==> src/psrp_map.svh <==
`ifndef PSRP_MAP_SVH
`define PSRP_MAP_SVH

// register addresses
`define PSRP_ADDR_SETUP 8'hd0
`define PSRP_ADDR_VIEW1 8'hd1
`define PSRP_ADDR_CTRL 8'hd2
`define PSRP_ADDR_VIEW2 8'hd3

// frame shape
`define PSRP_ADDR_BITS 6'h07
`define PSRP_LOAD_EDGE 6'h09
`define PSRP_FRAME_BITS 6'h20
`define PSRP_COUNT_MAX 6'h3f
`define PSRP_COUNT_ZERO 6'h00
`define PSRP_COUNT_STEP 6'h01

// power-on values of both input registers, the shifters, the address and the synchronisers
`define PSRP_REG_RESET 24'h00_0000
`define PSRP_RX_RESET 32'h0000_0000
`define PSRP_SYNC_RESET 8'h00
`define PSRP_ADDR_RESET 8'h00

// setup register fields
`define PSRP_DIV_MSB 23
`define PSRP_DIV_LSB 8
`define PSRP_REF_MSB 7
`define PSRP_REF_LSB 4
`define PSRP_MODE_MSB 3
`define PSRP_MODE_LSB 2
`define PSRP_XTAL_BIT 1
`define PSRP_VIEW_BIT 0

// control register fields
`define PSRP_CNT_MSB 23
`define PSRP_CNT_LSB 15
`define PSRP_TEST_BIT 14
`define PSRP_DIR_MSB 13
`define PSRP_DIR_LSB 9
`define PSRP_OUT_MSB 8
`define PSRP_OUT_LSB 0
`define PSRP_GPO_SEL_BIT 8
`define PSRP_GPO_VAL_BIT 3

// synchroniser lanes
`define PSRP_LANE_SCLK 0
`define PSRP_LANE_STROBE 1
`define PSRP_LANE_DATA 2
`define PSRP_LANE_IO_LSB 3
`define PSRP_LANE_IO_MSB 7

`define PSRP_UNUSED4 4'h0

`endif

==> src/psrp_pkg.sv <==
package psrp_pkg;

   typedef struct packed {
      logic [7:0] s1;
      logic [7:0] s2;
      logic [7:0] s3;
      logic [7:0] q;
   } psrp_sync_t;

   typedef struct packed {
      logic pin_out;
      logic pin_oe;
   } psrp_drv_t;

   typedef struct packed {
      logic strobe_d;
      logic sclk_d;
      logic [5:0] count;
      logic [31:0] rx;
      logic [7:0] addr;
      logic [23:0] tx;
      logic oe;
      logic [23:0] reg1;
      logic [23:0] reg2;
   } psrp_state_t;

endpackage : psrp_pkg

==> src/psrp_sync.sv <==
`include "psrp_map.svh"

module psrp_sync
(
   input wire logic clk,
   input wire logic reset,
   input wire logic [7:0] raw,
   output logic [7:0] q
);
   psrp_pkg::psrp_sync_t st;
   psrp_pkg::psrp_sync_t next_st;

   // a lane changes only when the second and third stage agree
   always_comb
   begin
      next_st = st;
      next_st.s1 = raw;
      next_st.s2 = st.s1;
      next_st.s3 = st.s2;
      for (int i = 0; i < 8; i++)
      begin
         if (st.s2[i] == st.s3[i])
         begin
            next_st.q[i] = st.s3[i];
         end
      end
   end

   always_ff @(posedge clk or posedge reset)
   begin
      if (reset)
      begin
         st <= {4{`PSRP_SYNC_RESET}};
      end
      else
      begin
         st <= next_st;
      end
   end

   assign q = st.q;
endmodule : psrp_sync

==> src/psrp_phase_drv.sv <==
module psrp_phase_drv
(
   input wire logic clk,
   input wire logic reset,
   input wire logic pump_up,
   input wire logic pump_down,
   input wire logic as_gpo,
   input wire logic gpo_value,
   output logic pin_out,
   output logic pin_oe
);
   psrp_pkg::psrp_drv_t st;
   psrp_pkg::psrp_drv_t next_st;

   // gpo_value when as_gpo, else high on up, low on down, released otherwise
   always_comb
   begin
      next_st = st;
      if (as_gpo)
      begin
         next_st.pin_out = gpo_value;
         next_st.pin_oe = 1'b1;
      end
      else if (pump_up)
      begin
         next_st.pin_out = 1'b1;
         next_st.pin_oe = 1'b1;
      end
      else if (pump_down)
      begin
         next_st.pin_out = 1'b0;
         next_st.pin_oe = 1'b1;
      end
      else
      begin
         next_st.pin_out = 1'b0;
         next_st.pin_oe = 1'b0;
      end
   end

   always_ff @(posedge clk or posedge reset)
   begin
      if (reset)
      begin
         st <= '0;
      end
      else
      begin
         st <= next_st;
      end
   end

   assign pin_out = st.pin_out;
   assign pin_oe = st.pin_oe;
endmodule : psrp_phase_drv

==> src/psrp_top.sv <==
// Behaviour
// two 24-bit writable registers hold all settings
// frame is 8 address then 24 data bits
// only addresses d0 through d3 decoded
// setup register: divider, reference, mode, crystal, view
// control register: counter, test, direction, output data
// d1 gives counter result or setup echo
// counter view adds two lock bits, four zero
// registers load only at strobe falling edge
// read data captured at ninth clock fall
// serial lines sampled through crystal-clock synchronisers
// no serial input while oscillator stopped
// controller sends one dummy frame after power-up
// two phase outputs carry same comparator result
// second phase output switchable to general output
// crystal select bit reads zero after power-on
// msb first, device drives data after ninth clock
`include "psrp_map.svh"

module psrp_top
(
   input wire logic CLK,
   input wire logic RESET,
   input wire logic XTAL_RUNNING,
   input wire logic SCLK_IN,
   input wire logic STROBE_IN,
   input wire logic DATA_IN,
   output logic DATA_OUT,
   output logic DATA_OE,
   input wire logic [17:0] COUNTER_RESULT,
   input wire logic [1:0] LOCK_STATUS,
   input wire logic [4:0] IO_PIN_IN,
   input wire logic PUMP_UP,
   input wire logic PUMP_DOWN,
   output logic PHASE_ERROR_OUT_A,
   output logic PHASE_ERROR_OE_A,
   output logic PHASE_ERROR_OUT_B,
   output logic PHASE_ERROR_OE_B,
   output logic [15:0] LOOP_DIVIDER,
   output logic [3:0] REFERENCE_SELECT,
   output logic [1:0] OPERATION_MODE,
   output logic CRYSTAL_FREQ_SELECT,
   output logic READBACK_VIEW_SELECT,
   output logic [8:0] COUNTER_CONTROL,
   output logic TEST_MODE,
   output logic [4:0] IO_DIRECTION,
   output logic [8:0] OUTPUT_DATA
);
   psrp_pkg::psrp_state_t st;
   psrp_pkg::psrp_state_t next_st;
   logic [7:0] sync_raw;
   logic [7:0] sync_q;
   logic sclk_s;
   logic strobe_s;
   logic data_s;
   logic [4:0] io_s;
   logic sclk_rise;
   logic sclk_fall;
   logic strobe_fall;
   logic strobe_rise;
   logic in_frame;
   logic is_read;
   logic load_read;
   logic write_setup;
   logic write_ctrl;
   logic [23:0] view1;
   logic [23:0] view2;
   logic [23:0] read_view;
   logic gpo_select;

   // all three lines and the input pins share one synchroniser
   assign sync_raw = {IO_PIN_IN, DATA_IN, STROBE_IN, SCLK_IN};

   psrp_sync u_sync
   (
      .clk(CLK),
      .reset(RESET),
      .raw(sync_raw),
      .q(sync_q)
   );

   assign sclk_s = sync_q[`PSRP_LANE_SCLK];
   assign strobe_s = sync_q[`PSRP_LANE_STROBE];
   assign data_s = sync_q[`PSRP_LANE_DATA];
   assign io_s = sync_q[`PSRP_LANE_IO_MSB:`PSRP_LANE_IO_LSB];

   // a stopped oscillator freezes the port entirely
   assign sclk_rise = XTAL_RUNNING && sclk_s && !st.sclk_d;
   assign sclk_fall = XTAL_RUNNING && !sclk_s && st.sclk_d;
   assign strobe_rise = XTAL_RUNNING && strobe_s && !st.strobe_d;
   assign strobe_fall = XTAL_RUNNING && !strobe_s && st.strobe_d;
   assign in_frame = strobe_s;

   // d1 and d3 are the read views
   assign is_read = (st.addr == `PSRP_ADDR_VIEW1) || (st.addr == `PSRP_ADDR_VIEW2);

   assign load_read = in_frame && sclk_fall && is_read
      && (st.count == `PSRP_LOAD_EDGE);

   // only a full frame to a writable address loads
   assign write_setup = strobe_fall && (st.count == `PSRP_FRAME_BITS)
      && (st.addr == `PSRP_ADDR_SETUP);
   assign write_ctrl = strobe_fall && (st.count == `PSRP_FRAME_BITS)
      && (st.addr == `PSRP_ADDR_CTRL);

   // counter view or echo of the setup register
   assign view1 = st.reg1[`PSRP_VIEW_BIT] ? st.reg1
      : {COUNTER_RESULT, LOCK_STATUS, `PSRP_UNUSED4};

   // control echo without direction bits, then pin levels
   assign view2 = {st.reg2[`PSRP_CNT_MSB:`PSRP_TEST_BIT],
      st.reg2[`PSRP_OUT_MSB:`PSRP_OUT_LSB], io_s};

   assign read_view = (st.addr == `PSRP_ADDR_VIEW1) ? view1 : view2;

   always_comb
   begin
      next_st = st;
      next_st.sclk_d = sclk_s;
      next_st.strobe_d = strobe_s;
      if (!XTAL_RUNNING)
      begin
         // delayed copies hold while stopped, so a net level change shows as one edge on restart
         next_st.sclk_d = st.sclk_d;
         next_st.strobe_d = st.strobe_d;
      end
      if (strobe_rise)
      begin
         next_st.count = `PSRP_COUNT_ZERO;
         next_st.oe = 1'b0;
      end
      else if (in_frame && sclk_rise)
      begin
         // address first, each field msb first
         next_st.rx = {st.rx[30:0], data_s};
         if (st.count != `PSRP_COUNT_MAX)
         begin
            next_st.count = st.count + `PSRP_COUNT_STEP;
         end
         if (st.count == `PSRP_ADDR_BITS)
         begin
            next_st.addr = {st.rx[6:0], data_s};
         end
      end
      else if (load_read)
      begin
         // parallel capture, then the device owns the data line
         next_st.tx = read_view;
         next_st.oe = 1'b1;
      end
      else if (in_frame && sclk_fall && st.oe)
      begin
         next_st.tx = {st.tx[22:0], 1'b0};
      end
      if (strobe_fall)
      begin
         next_st.oe = 1'b0;
         next_st.count = `PSRP_COUNT_ZERO;
      end
      // settings change nowhere else
      if (write_setup)
      begin
         next_st.reg1 = st.rx[23:0];
      end
      if (write_ctrl)
      begin
         next_st.reg2 = st.rx[23:0];
      end
   end

   // power-on clears both registers, so the crystal bit starts at zero
   always_ff @(posedge CLK or posedge RESET)
   begin
      if (RESET)
      begin
         st.strobe_d <= 1'b0;
         st.sclk_d <= 1'b0;
         st.count <= `PSRP_COUNT_ZERO;
         st.rx <= `PSRP_RX_RESET;
         st.addr <= `PSRP_ADDR_RESET;
         st.tx <= `PSRP_REG_RESET;
         st.oe <= 1'b0;
         st.reg1 <= `PSRP_REG_RESET;
         st.reg2 <= `PSRP_REG_RESET;
      end
      else
      begin
         st <= next_st;
      end
   end

   assign DATA_OUT = st.tx[23];
   assign DATA_OE = st.oe;

   assign LOOP_DIVIDER = st.reg1[`PSRP_DIV_MSB:`PSRP_DIV_LSB];
   assign REFERENCE_SELECT = st.reg1[`PSRP_REF_MSB:`PSRP_REF_LSB];
   assign OPERATION_MODE = st.reg1[`PSRP_MODE_MSB:`PSRP_MODE_LSB];
   assign CRYSTAL_FREQ_SELECT = st.reg1[`PSRP_XTAL_BIT];
   assign READBACK_VIEW_SELECT = st.reg1[`PSRP_VIEW_BIT];
   assign COUNTER_CONTROL = st.reg2[`PSRP_CNT_MSB:`PSRP_CNT_LSB];
   assign TEST_MODE = st.reg2[`PSRP_TEST_BIT];
   assign IO_DIRECTION = st.reg2[`PSRP_DIR_MSB:`PSRP_DIR_LSB];
   assign OUTPUT_DATA = st.reg2[`PSRP_OUT_MSB:`PSRP_OUT_LSB];

   assign gpo_select = st.reg2[`PSRP_GPO_SEL_BIT];

   // same comparator result on both pins while gpo_select is low
   psrp_phase_drv u_phase_a
   (
      .clk(CLK),
      .reset(RESET),
      .pump_up(PUMP_UP),
      .pump_down(PUMP_DOWN),
      .as_gpo(1'b0),
      .gpo_value(1'b0),
      .pin_out(PHASE_ERROR_OUT_A),
      .pin_oe(PHASE_ERROR_OE_A)
   );

   // second pin may serve as general_output_four instead
   psrp_phase_drv u_phase_b
   (
      .clk(CLK),
      .reset(RESET),
      .pump_up(PUMP_UP),
      .pump_down(PUMP_DOWN),
      .as_gpo(gpo_select),
      .gpo_value(st.reg2[`PSRP_GPO_VAL_BIT]),
      .pin_out(PHASE_ERROR_OUT_B),
      .pin_oe(PHASE_ERROR_OE_B)
   );

   a_setup_write: assert property (
      @(posedge CLK) disable iff (RESET)
      write_setup |=> (st.reg1 == $past(st.rx[23:0])))
      else $error("setup register not loaded at strobe fall");

   a_regs_hold: assert property (
      @(posedge CLK) disable iff (RESET)
      !strobe_fall |=> ($stable(st.reg1) && $stable(st.reg2)))
      else $error("input register changed outside strobe fall");

   a_ctrl_write: assert property (
      @(posedge CLK) disable iff (RESET)
      write_ctrl |=> (COUNTER_CONTROL == $past(st.rx[23:15]))
         && (OUTPUT_DATA == $past(st.rx[8:0])))
      else $error("control register fields not loaded");

   a_unmapped_addr: assert property (
      @(posedge CLK) disable iff (RESET)
      (strobe_fall && (st.addr != `PSRP_ADDR_SETUP) && (st.addr != `PSRP_ADDR_CTRL))
         |=> ($stable(st.reg1) && $stable(st.reg2)))
      else $error("write to undecoded address took effect");

   a_read_capture: assert property (
      @(posedge CLK) disable iff (RESET)
      load_read |=> (DATA_OE && (st.tx == $past(read_view))))
      else $error("read data not captured at ninth falling clock");

   a_counter_view: assert property (
      @(posedge CLK) disable iff (RESET)
      (load_read && (st.addr == `PSRP_ADDR_VIEW1) && !READBACK_VIEW_SELECT)
         |=> (st.tx[3:0] == `PSRP_UNUSED4) && (st.tx[5:4] == $past(LOCK_STATUS)))
      else $error("counter view layout wrong");

   a_echo_view: assert property (
      @(posedge CLK) disable iff (RESET)
      (load_read && (st.addr == `PSRP_ADDR_VIEW1) && READBACK_VIEW_SELECT)
         |=> (st.tx == $past(st.reg1)))
      else $error("setup echo view wrong");

   a_oe_release: assert property (
      @(posedge CLK) disable iff (RESET)
      strobe_fall |=> !DATA_OE ##1 !DATA_OE)
      else $error("data line still driven after frame end");

   a_xtal_stopped: assert property (
      @(posedge CLK) disable iff (RESET)
      !XTAL_RUNNING |=> ($stable(st.reg1) && $stable(st.reg2) && $stable(st.count)))
      else $error("serial input accepted with oscillator stopped");

   a_short_frame: assert property (
      @(posedge CLK) disable iff (RESET)
      (strobe_fall && (st.count != `PSRP_FRAME_BITS))
         |=> ($stable(st.reg1) && $stable(st.reg2)))
      else $error("short frame loaded a register");

   a_io_view: assert property (
      @(posedge CLK) disable iff (RESET)
      (load_read && (st.addr == `PSRP_ADDR_VIEW2))
         |=> (st.tx[4:0] == $past(io_s)) && (st.tx[13:5] == $past(OUTPUT_DATA)))
      else $error("control echo view wrong");

   a_shift_out: assert property (
      @(posedge CLK) disable iff (RESET)
      (in_frame && sclk_fall && DATA_OE && !load_read && !strobe_rise)
         |=> (DATA_OUT == $past(st.tx[22])))
      else $error("read data not shifted at falling clock");

   a_phase_parallel: assert property (
      @(posedge CLK) disable iff (RESET)
      $past(!gpo_select) |-> (PHASE_ERROR_OUT_A == PHASE_ERROR_OUT_B)
         && (PHASE_ERROR_OE_A == PHASE_ERROR_OE_B))
      else $error("phase outputs differ");

   a_gpo_mode: assert property (
      @(posedge CLK) disable iff (RESET)
      gpo_select |=> PHASE_ERROR_OE_B
         && (PHASE_ERROR_OUT_B == $past(st.reg2[`PSRP_GPO_VAL_BIT])))
      else $error("second phase pin not acting as output port");

endmodule : psrp_top

==> config.mk <==
export PLATFORM = sky130hd
export DESIGN_NAME = psrp_top
export DESIGN_NICKNAME = d
export VERILOG_FILES = /design/src/psrp_pkg.sv /design/src/psrp_sync.sv /design/src/psrp_phase_drv.sv /design/src/psrp_top.sv
export VERILOG_INCLUDE_DIRS = /design/src
export SDC_FILE = /design/constraint.sdc
export NUM_CORES = 1
export LEC_CHECK = 0
export ABC_AREA = 0
export BUFFER_PORTS_ARGS = -buffer_cell sky130_fd_sc_hd__buf_2
export CAP_MARGIN = 5
export CORE_ASPECT_RATIO = 0.8
export CORE_MARGIN = 4
export CORE_UTILIZATION = 30
export CTS_CLUSTER_SIZE = 30
export DETAILED_ROUTE_END_ITERATION = 8
export PLACE_DENSITY_LB_ADDON = 0.12
export SYNTH_ARGS = -nofsm -noshare
export SYNTH_HDL_FRONTEND = slang
export SYNTH_SLANG_ARGS = --single-unit
==> constraint.sdc <==
create_clock -name CLK -period 12.2 [get_ports CLK]
set_input_delay 1.83 -clock CLK [delete_from_list [all_inputs] [get_ports CLK]]
set_output_delay 1.83 -clock CLK [all_outputs]
set_load 0.1 [all_outputs]
[After elaboration in Yosys (flattened, before gate mapping)]
Cells that the tools add are included.
Word-level totals
  bits in registers: 157
  input bits: 33
  output and inout port bits: 54
  word-level logic and storage cells: 90
Cells by class
  add/sub/neg operators: 1
  equality and inequality tests: 17
  muxes and demuxes: 16
  bitwise logic cells: 2
  reduce and logical (&&, ||, !) cells: 30
Operator list (number)
  $mux W24: 4
  $mux W46: 1
  $eq A8 B8 Y1 const B: 4
  $mux W6: 3
  $logic_and A1 B1 Y1: 16
  $reduce_bool A3 Y1: 3
  $eq A1 B1 Y1: 8
  $mux W8: 1
  $add A6 B1 Y6 const B: 1
  $eq A6 B3 Y1 const B: 1
  $eq A6 B4 Y1 const B: 1
  $eq A6 B6 Y1 const B: 1
  $ne A6 B6 Y1 const B: 1
  $reduce_and A2 Y1: 3
  $reduce_and A3 Y1: 2
  $mux W1: 5
  $logic_not A1 Y1: 4
  $mux W2: 2
  $ne A3 B3 Y1 const B: 1
  $not A1 Y1: 2
  $reduce_bool A2 Y1: 1
  $logic_or A1 B1 Y1: 1

[Logic depth before layout (Yosys ltp)]
  depth in word-level cells: 10
  mapped depth: 8
  gate-level depth less buffers: 6

[Hierarchy]
From an unflattened synthesis, not the netlist that was laid out.
Second synthesis, totals
  cell total of the unflattened synthesis: 528
  area total of the unflattened synthesis: 6781.5 µm²
Modules (own cells, without submodules)
  psrp_top: instances 1, cells an instance 469, area an instance 5684.2 µm²
  psrp_sync: instances 1, cells an instance 49, area an instance 954.7 µm²
  psrp_phase_drv: instances 2, cells an instance 5, area an instance 71.3 µm²

[Worst setup path after synthesis]
No wires, ideal clock.
  path type: input-to-reg
  start point: input port XTAL_RUNNING
  end point: register st[53] in the netlist's numbering
  setup time: 0.127 ns
  data arrival time: 3.038 ns
  required time: 12.073 ns
  setup slack: 9.034 ns
  stages on the path: 6
  path buffers: 2
  cells stage by stage: nand2_2 -> or3_1 -> buf_2 -> a21oi_4 -> buf_6 -> mux2_1
Between the ends
  word-level cells in the longest chain between the ends: 7
  elaborated cells on any way between the ends: 16
  those cells by class: 1 x mux; 2 x bitwise; 13 x reduce/logical
Ends and longest elaborated chain
  from (decl): RTL line psrp_top.sv:24  | input wire logic XTAL_RUNNING,
  $logic_and A1 B1 Y1 (2 in series): RTL line psrp_top.sv:89  | assign sclk_fall = XTAL_RUNNING && !sclk_s && st.sclk_d;
  $logic_and A1 B1 Y1: RTL line psrp_top.sv:97, psrp_top.sv:151
  $logic_and A1 B1 Y1 (2 in series): RTL line psrp_top.sv:97  | assign load_read = in_frame && sclk_fall && is_read
  $reduce_bool A2 Y1 (no source line)
  $reduce_and A3 Y1 (no source line)
  to (signal assigned): RTL line psrp_top.sv:188  | st <= next_st;
  to (decl): RTL line psrp_top.sv:49  | psrp_pkg::psrp_state_t st;
Several ways; a longest one is shown, not always the timed one.
A chain may end at the register's enable or synchronous reset.

[Worst setup path after layout]
  start point: input port XTAL_RUNNING
  end point: register st (netlist bit OPERATION_MODE[0])
Between the ends
  word-level cells in the longest chain between the ends: 4
Ends and longest elaborated chain
  $logic_and A1 B1 Y1 (2 in series): RTL line psrp_top.sv:91  | assign strobe_fall = XTAL_RUNNING && !strobe_s && st.strobe_d;
  $logic_and A1 B1 Y1 (2 in series): RTL line psrp_top.sv:101  | assign write_setup = strobe_fall && (st.count == `PSRP_FRAME_BITS)
Every way passes these cells.

==> impl_table.tex <==
\begin{tabular}{lr}
\hline
Metric & Value \\
\hline
\multicolumn{2}{l}{\textbf{Outcome}} \\
Outcome & finished clean \\
\multicolumn{2}{l}{\textbf{Setup path}} \\
Family with the most delay on the worst path & simple AND/OR/NAND/NOR gates \\
Crit path capture type & flop \\
Worst Path Arrival & 3.96 ns \\
Critical-path cell with the highest stage delay & sky130\_fd\_sc\_hd\_\_and4bb\_1 \\
Startpoint-to-endpoint class of the critical path & in -> reg \\
Crit Path Max Fanout & 13 \\
Data required, critical path & 12.50 ns \\
Crit-path max cell delay & 0.79 ns \\
Bufs and invs on worst path & 2 \\
Critical Path Start Type & primary input \\
Critical Path, Cell by Cell & buf\_2, nand2\_2, nor4\_2, and4bb\_1, buf\_4, mux2\_2 \\
\multicolumn{2}{l}{\textbf{Drt}} \\
DR pass1 iterations & 4 \\
Number of vias per cell after detailed routing & 4.48 \\
Average routed wire per standard cell & 16.8 µm \\
Initial DRC count & 231 \\
Total Routed Length & 14.8 mm \\
Number of remaining DRC errors & 0 \\
Via count of the routed design & 3960 \\
Number of nets with antenna violations after routing & 0 \\
\multicolumn{2}{l}{\textbf{Global route}} \\
Maximum number of pins on one net before global-route repair & 76 \\
First-pass GRT wire length & 24.2 mm \\
Antenna violations before repair & 0 \\
GRT overflow & 0 \\
Number of global-route vias before repair & 4152 \\
Total Routing Usage GR & 12.3\% \\
\multicolumn{2}{l}{\textbf{CTS}} \\
Maximum buffer depth of the clock tree & 2 \\
Cells resized by post-CTS repair & 0 \\
Later-pin clock latency in the skew report & 0.42 ns \\
Clock transition at the registers of the reported paths & 0.06 ns \\
Root buffer selected by CTS & sky130\_fd\_sc\_hd\_\_clkbuf\_16 \\
CTS tree & yes \\
Total of hold buffers inserted after clock tree synthesis & 0 \\
CTS sink cnt & 149 \\
Setup Fix Bufs, Post-CTS & 0 \\
Number of CTS-inserted buffers & 17 \\
Htree depth & 4 \\
\multicolumn{2}{l}{\textbf{Yosys}} \\
Ys async rst share & 100\% \\
Count of distinct cell types in the synthesized netlist & 55 \\
Area of the mapped netlist & 6890 µm² \\
Flip-flop and latch count after synthesis & 149 \\
Post-synthesis net count & 556 \\
Main synth FF type & sky130\_fd\_sc\_hd\_\_dfrtp\_1 \\
Mean Syn Cell Area & 13.2 µm² \\
Ys Warns & 0 \\
Register area share after synthesis & 54.1\% \\
Syn Inst Count & 520 \\
EDFF count, synth & 0 \\
\multicolumn{2}{l}{\textbf{Place}} \\
Placed cell area & 7240 µm² \\
Quantity of I/O buffers inserted on ports & 86 \\
Estimated wirelength of the detail-placed design & 9.97 mm \\
RD Place Congestion & 0.710 \\
Placement-stage worst setup slack & 8.05 ns \\
\multicolumn{2}{l}{\textbf{Floorplanning}} \\
Die area & 25500 µm² \\
DIE HEIGHT & 144 µm \\
Die W & 177 µm \\
Core Region & 22600 µm² \\
Top-level I/O count & 87 \\
Site Rows & 49 \\
Initial core utilization & 30.5\% \\
\multicolumn{2}{l}{\textbf{STA}} \\
Worst Setup Slack, final & 8.54 ns \\
Timing-limited maximum frequency & 274 MHz \\
Final-report hold violation count & 0 \\
Least-Margin Pin Slew & 0.995 ns \\
Max-slew headroom at the worst pin & 33.5\% \\
Setup repair after global routing missed its margin & false \\
Pins Over Slew Limit & 0 \\
Setup TNS & 0 ns \\
Post-Route Skew & 0.0101 ns \\
Post-route minimum period & 3.66 ns \\
Final setup violation count & 0 \\
Fin crit share & 30.0\% \\
\multicolumn{2}{l}{\textbf{Power}} \\
Worst IR drop on VDD & 0.0855 mV \\
Overall Power & 1.11 mW \\
Power per cell area & 141 nW/µm² \\
Leakage power figure & 3.95 nW \\
\multicolumn{2}{l}{\textbf{Layout}} \\
Area of all placed cells without fillers & 7840 µm² \\
Fraction of layout cells with a size suffix above 1 & 44.2\% \\
Antenna cells & 0 \\
Number of nets in the final layout & 600 \\
Growth of design area from synthesis to finish & 13.8\% \\
Filler Cells Inserted & 2256 \\
\multicolumn{2}{l}{\textbf{Worst hold path}} \\
Type of the most critical hold path & reg -> reg \\
\multicolumn{2}{l}{\textbf{Flow run}} \\
Max-capacitance violation count & 0 \\
\hline
\end{tabular}
-- path summary, 6_finish.rpt --
kind | cells past startpoint | from | to | slack [ns]
setup / recovery | 6 | XTAL_RUNNING | OPERATION_MODE[0] | 8.54
hold / removal | 0 | u_sync.next_st[19] | u_sync.next_st[11] | 0.35
setup reg to reg | 7 | st[113] | OPERATION_MODE[0] | 9.44
hold reg to reg | 0 | u_sync.next_st[19] | u_sync.next_st[11] | 0.35
max in group asynchronous | 3 | RESET | st[96] | 9.20
min in group asynchronous | 2 | RESET | u_phase_b.pin_oe | 1.51
-- where the power goes --
part / total [mW] / internal, mW / switching (mW)
clock: 0.541 / 0.323 / 0.218
sequential: 0.522 / 0.509 / 0.0133
combinational: 0.0454 / 0.0163 / 0.0291
-- cell usage after synthesis (all sizes together), types with 4 or more instances --
| cell | n | area share (%) |
|---|---|---|
| nand3 | 4 | 0.36 |
| inv | 10 | 0.54 |
| clkbuf | 6 | 0.33 |
| mux2 | 138 | 24 |
| buf | 60 | 7.1 |
| o22ai | 4 | 0.36 |
| and2 | 5 | 0.47 |
| maj3 | 8 | 1.2 |
| a21oi | 4 | 0.45 |
| dfrtp | 149 | 54 |
| nor2b | 4 | 0.36 |
| nand2 | 77 | 4.2 |
-- placed cells by master (no fill, tap or decap), types with 3 or more instances in the layout --
cell                          n
sky130_fd_sc_hd__mux2_4      25
sky130_fd_sc_hd__mux2_1      23
sky130_fd_sc_hd__o22ai_1      4
sky130_fd_sc_hd__a221oi_1     3
sky130_fd_sc_hd__inv_6        4
sky130_fd_sc_hd__buf_2       86
sky130_fd_sc_hd__clkinv_2     4
sky130_fd_sc_hd__or2_2        3
sky130_fd_sc_hd__bufinv_16    3
sky130_fd_sc_hd__ha_1         3
sky130_fd_sc_hd__clkbuf_16   17
sky130_fd_sc_hd__inv_1        9
sky130_fd_sc_hd__and2_1       4
sky130_fd_sc_hd__maj3_1       8
sky130_fd_sc_hd__dfrtp_1    149
sky130_fd_sc_hd__buf_4        5
sky130_fd_sc_hd__a21o_1       3
sky130_fd_sc_hd__nor2b_1      3
sky130_fd_sc_hd__nand3_1      3
sky130_fd_sc_hd__nand2_1     76
sky130_fd_sc_hd__mux2_2      90
sky130_fd_sc_hd__clkinv_4     4
sky130_fd_sc_hd__a21oi_1      3
-- metal layers --
layer | up-vias | track usage [%] | wire length [µm]
li1 | 1855 | - | -
met3 | 11 | 3.63 | 715
met1 | 2011 | 18.4 | 7900
met4 | 0 | 3.91 | 162
met2 | 83 | 17.0 | 6050
met5 | - | 0 | 0
-- cells by family after synthesis --
kind of cell    synth area share, %
compound gates                 2.89
xor+xnor                      0.127
fa+ha+maj                      1.71
buf+inv                        7.97
flops                          54.1
mux                            24.2
simple gates                   8.97
-- state kept, by name, summed over array words and instances, names as in the netlist, 2 cells and up --
register          cells
COUNTER_CONTROL       9
IO_DIRECTION          5
LOOP_DIVIDER         16
OPERATION_MODE        2
OUTPUT_DATA           9
REFERENCE_SELECT      4
st                   63
u_sync.next_st       16
u_sync.q              8
u_sync.st             8
-- through the flow --
step | instances | utilization (%) | hold WS [ns]
2_1_floorplan | 520 | - | 0.331
6_report | 883 | 34.7 | 0.346
3_5_place_dp | 851 | 32.1 | 0.336
3_3_place_gp | 851 | 32.1 | 0.335
4_1_cts | 883 | 34.7 | 0.350
5_1_grt | 883 | 34.7 | 0.359
-- area by class of cell --
class,instances,area [µm²],share of cell area [%]
flip-flops and latches,149,3730,47.6
multi-input cells,295,2610,33.3
repair buffers,91,468,5.97
clock buffers,17,425,5.43
well taps,306,383,4.88
clock inverters,15,179,2.28
inverters,10,42.5,0.543
(Power assumes the default switching activity.)
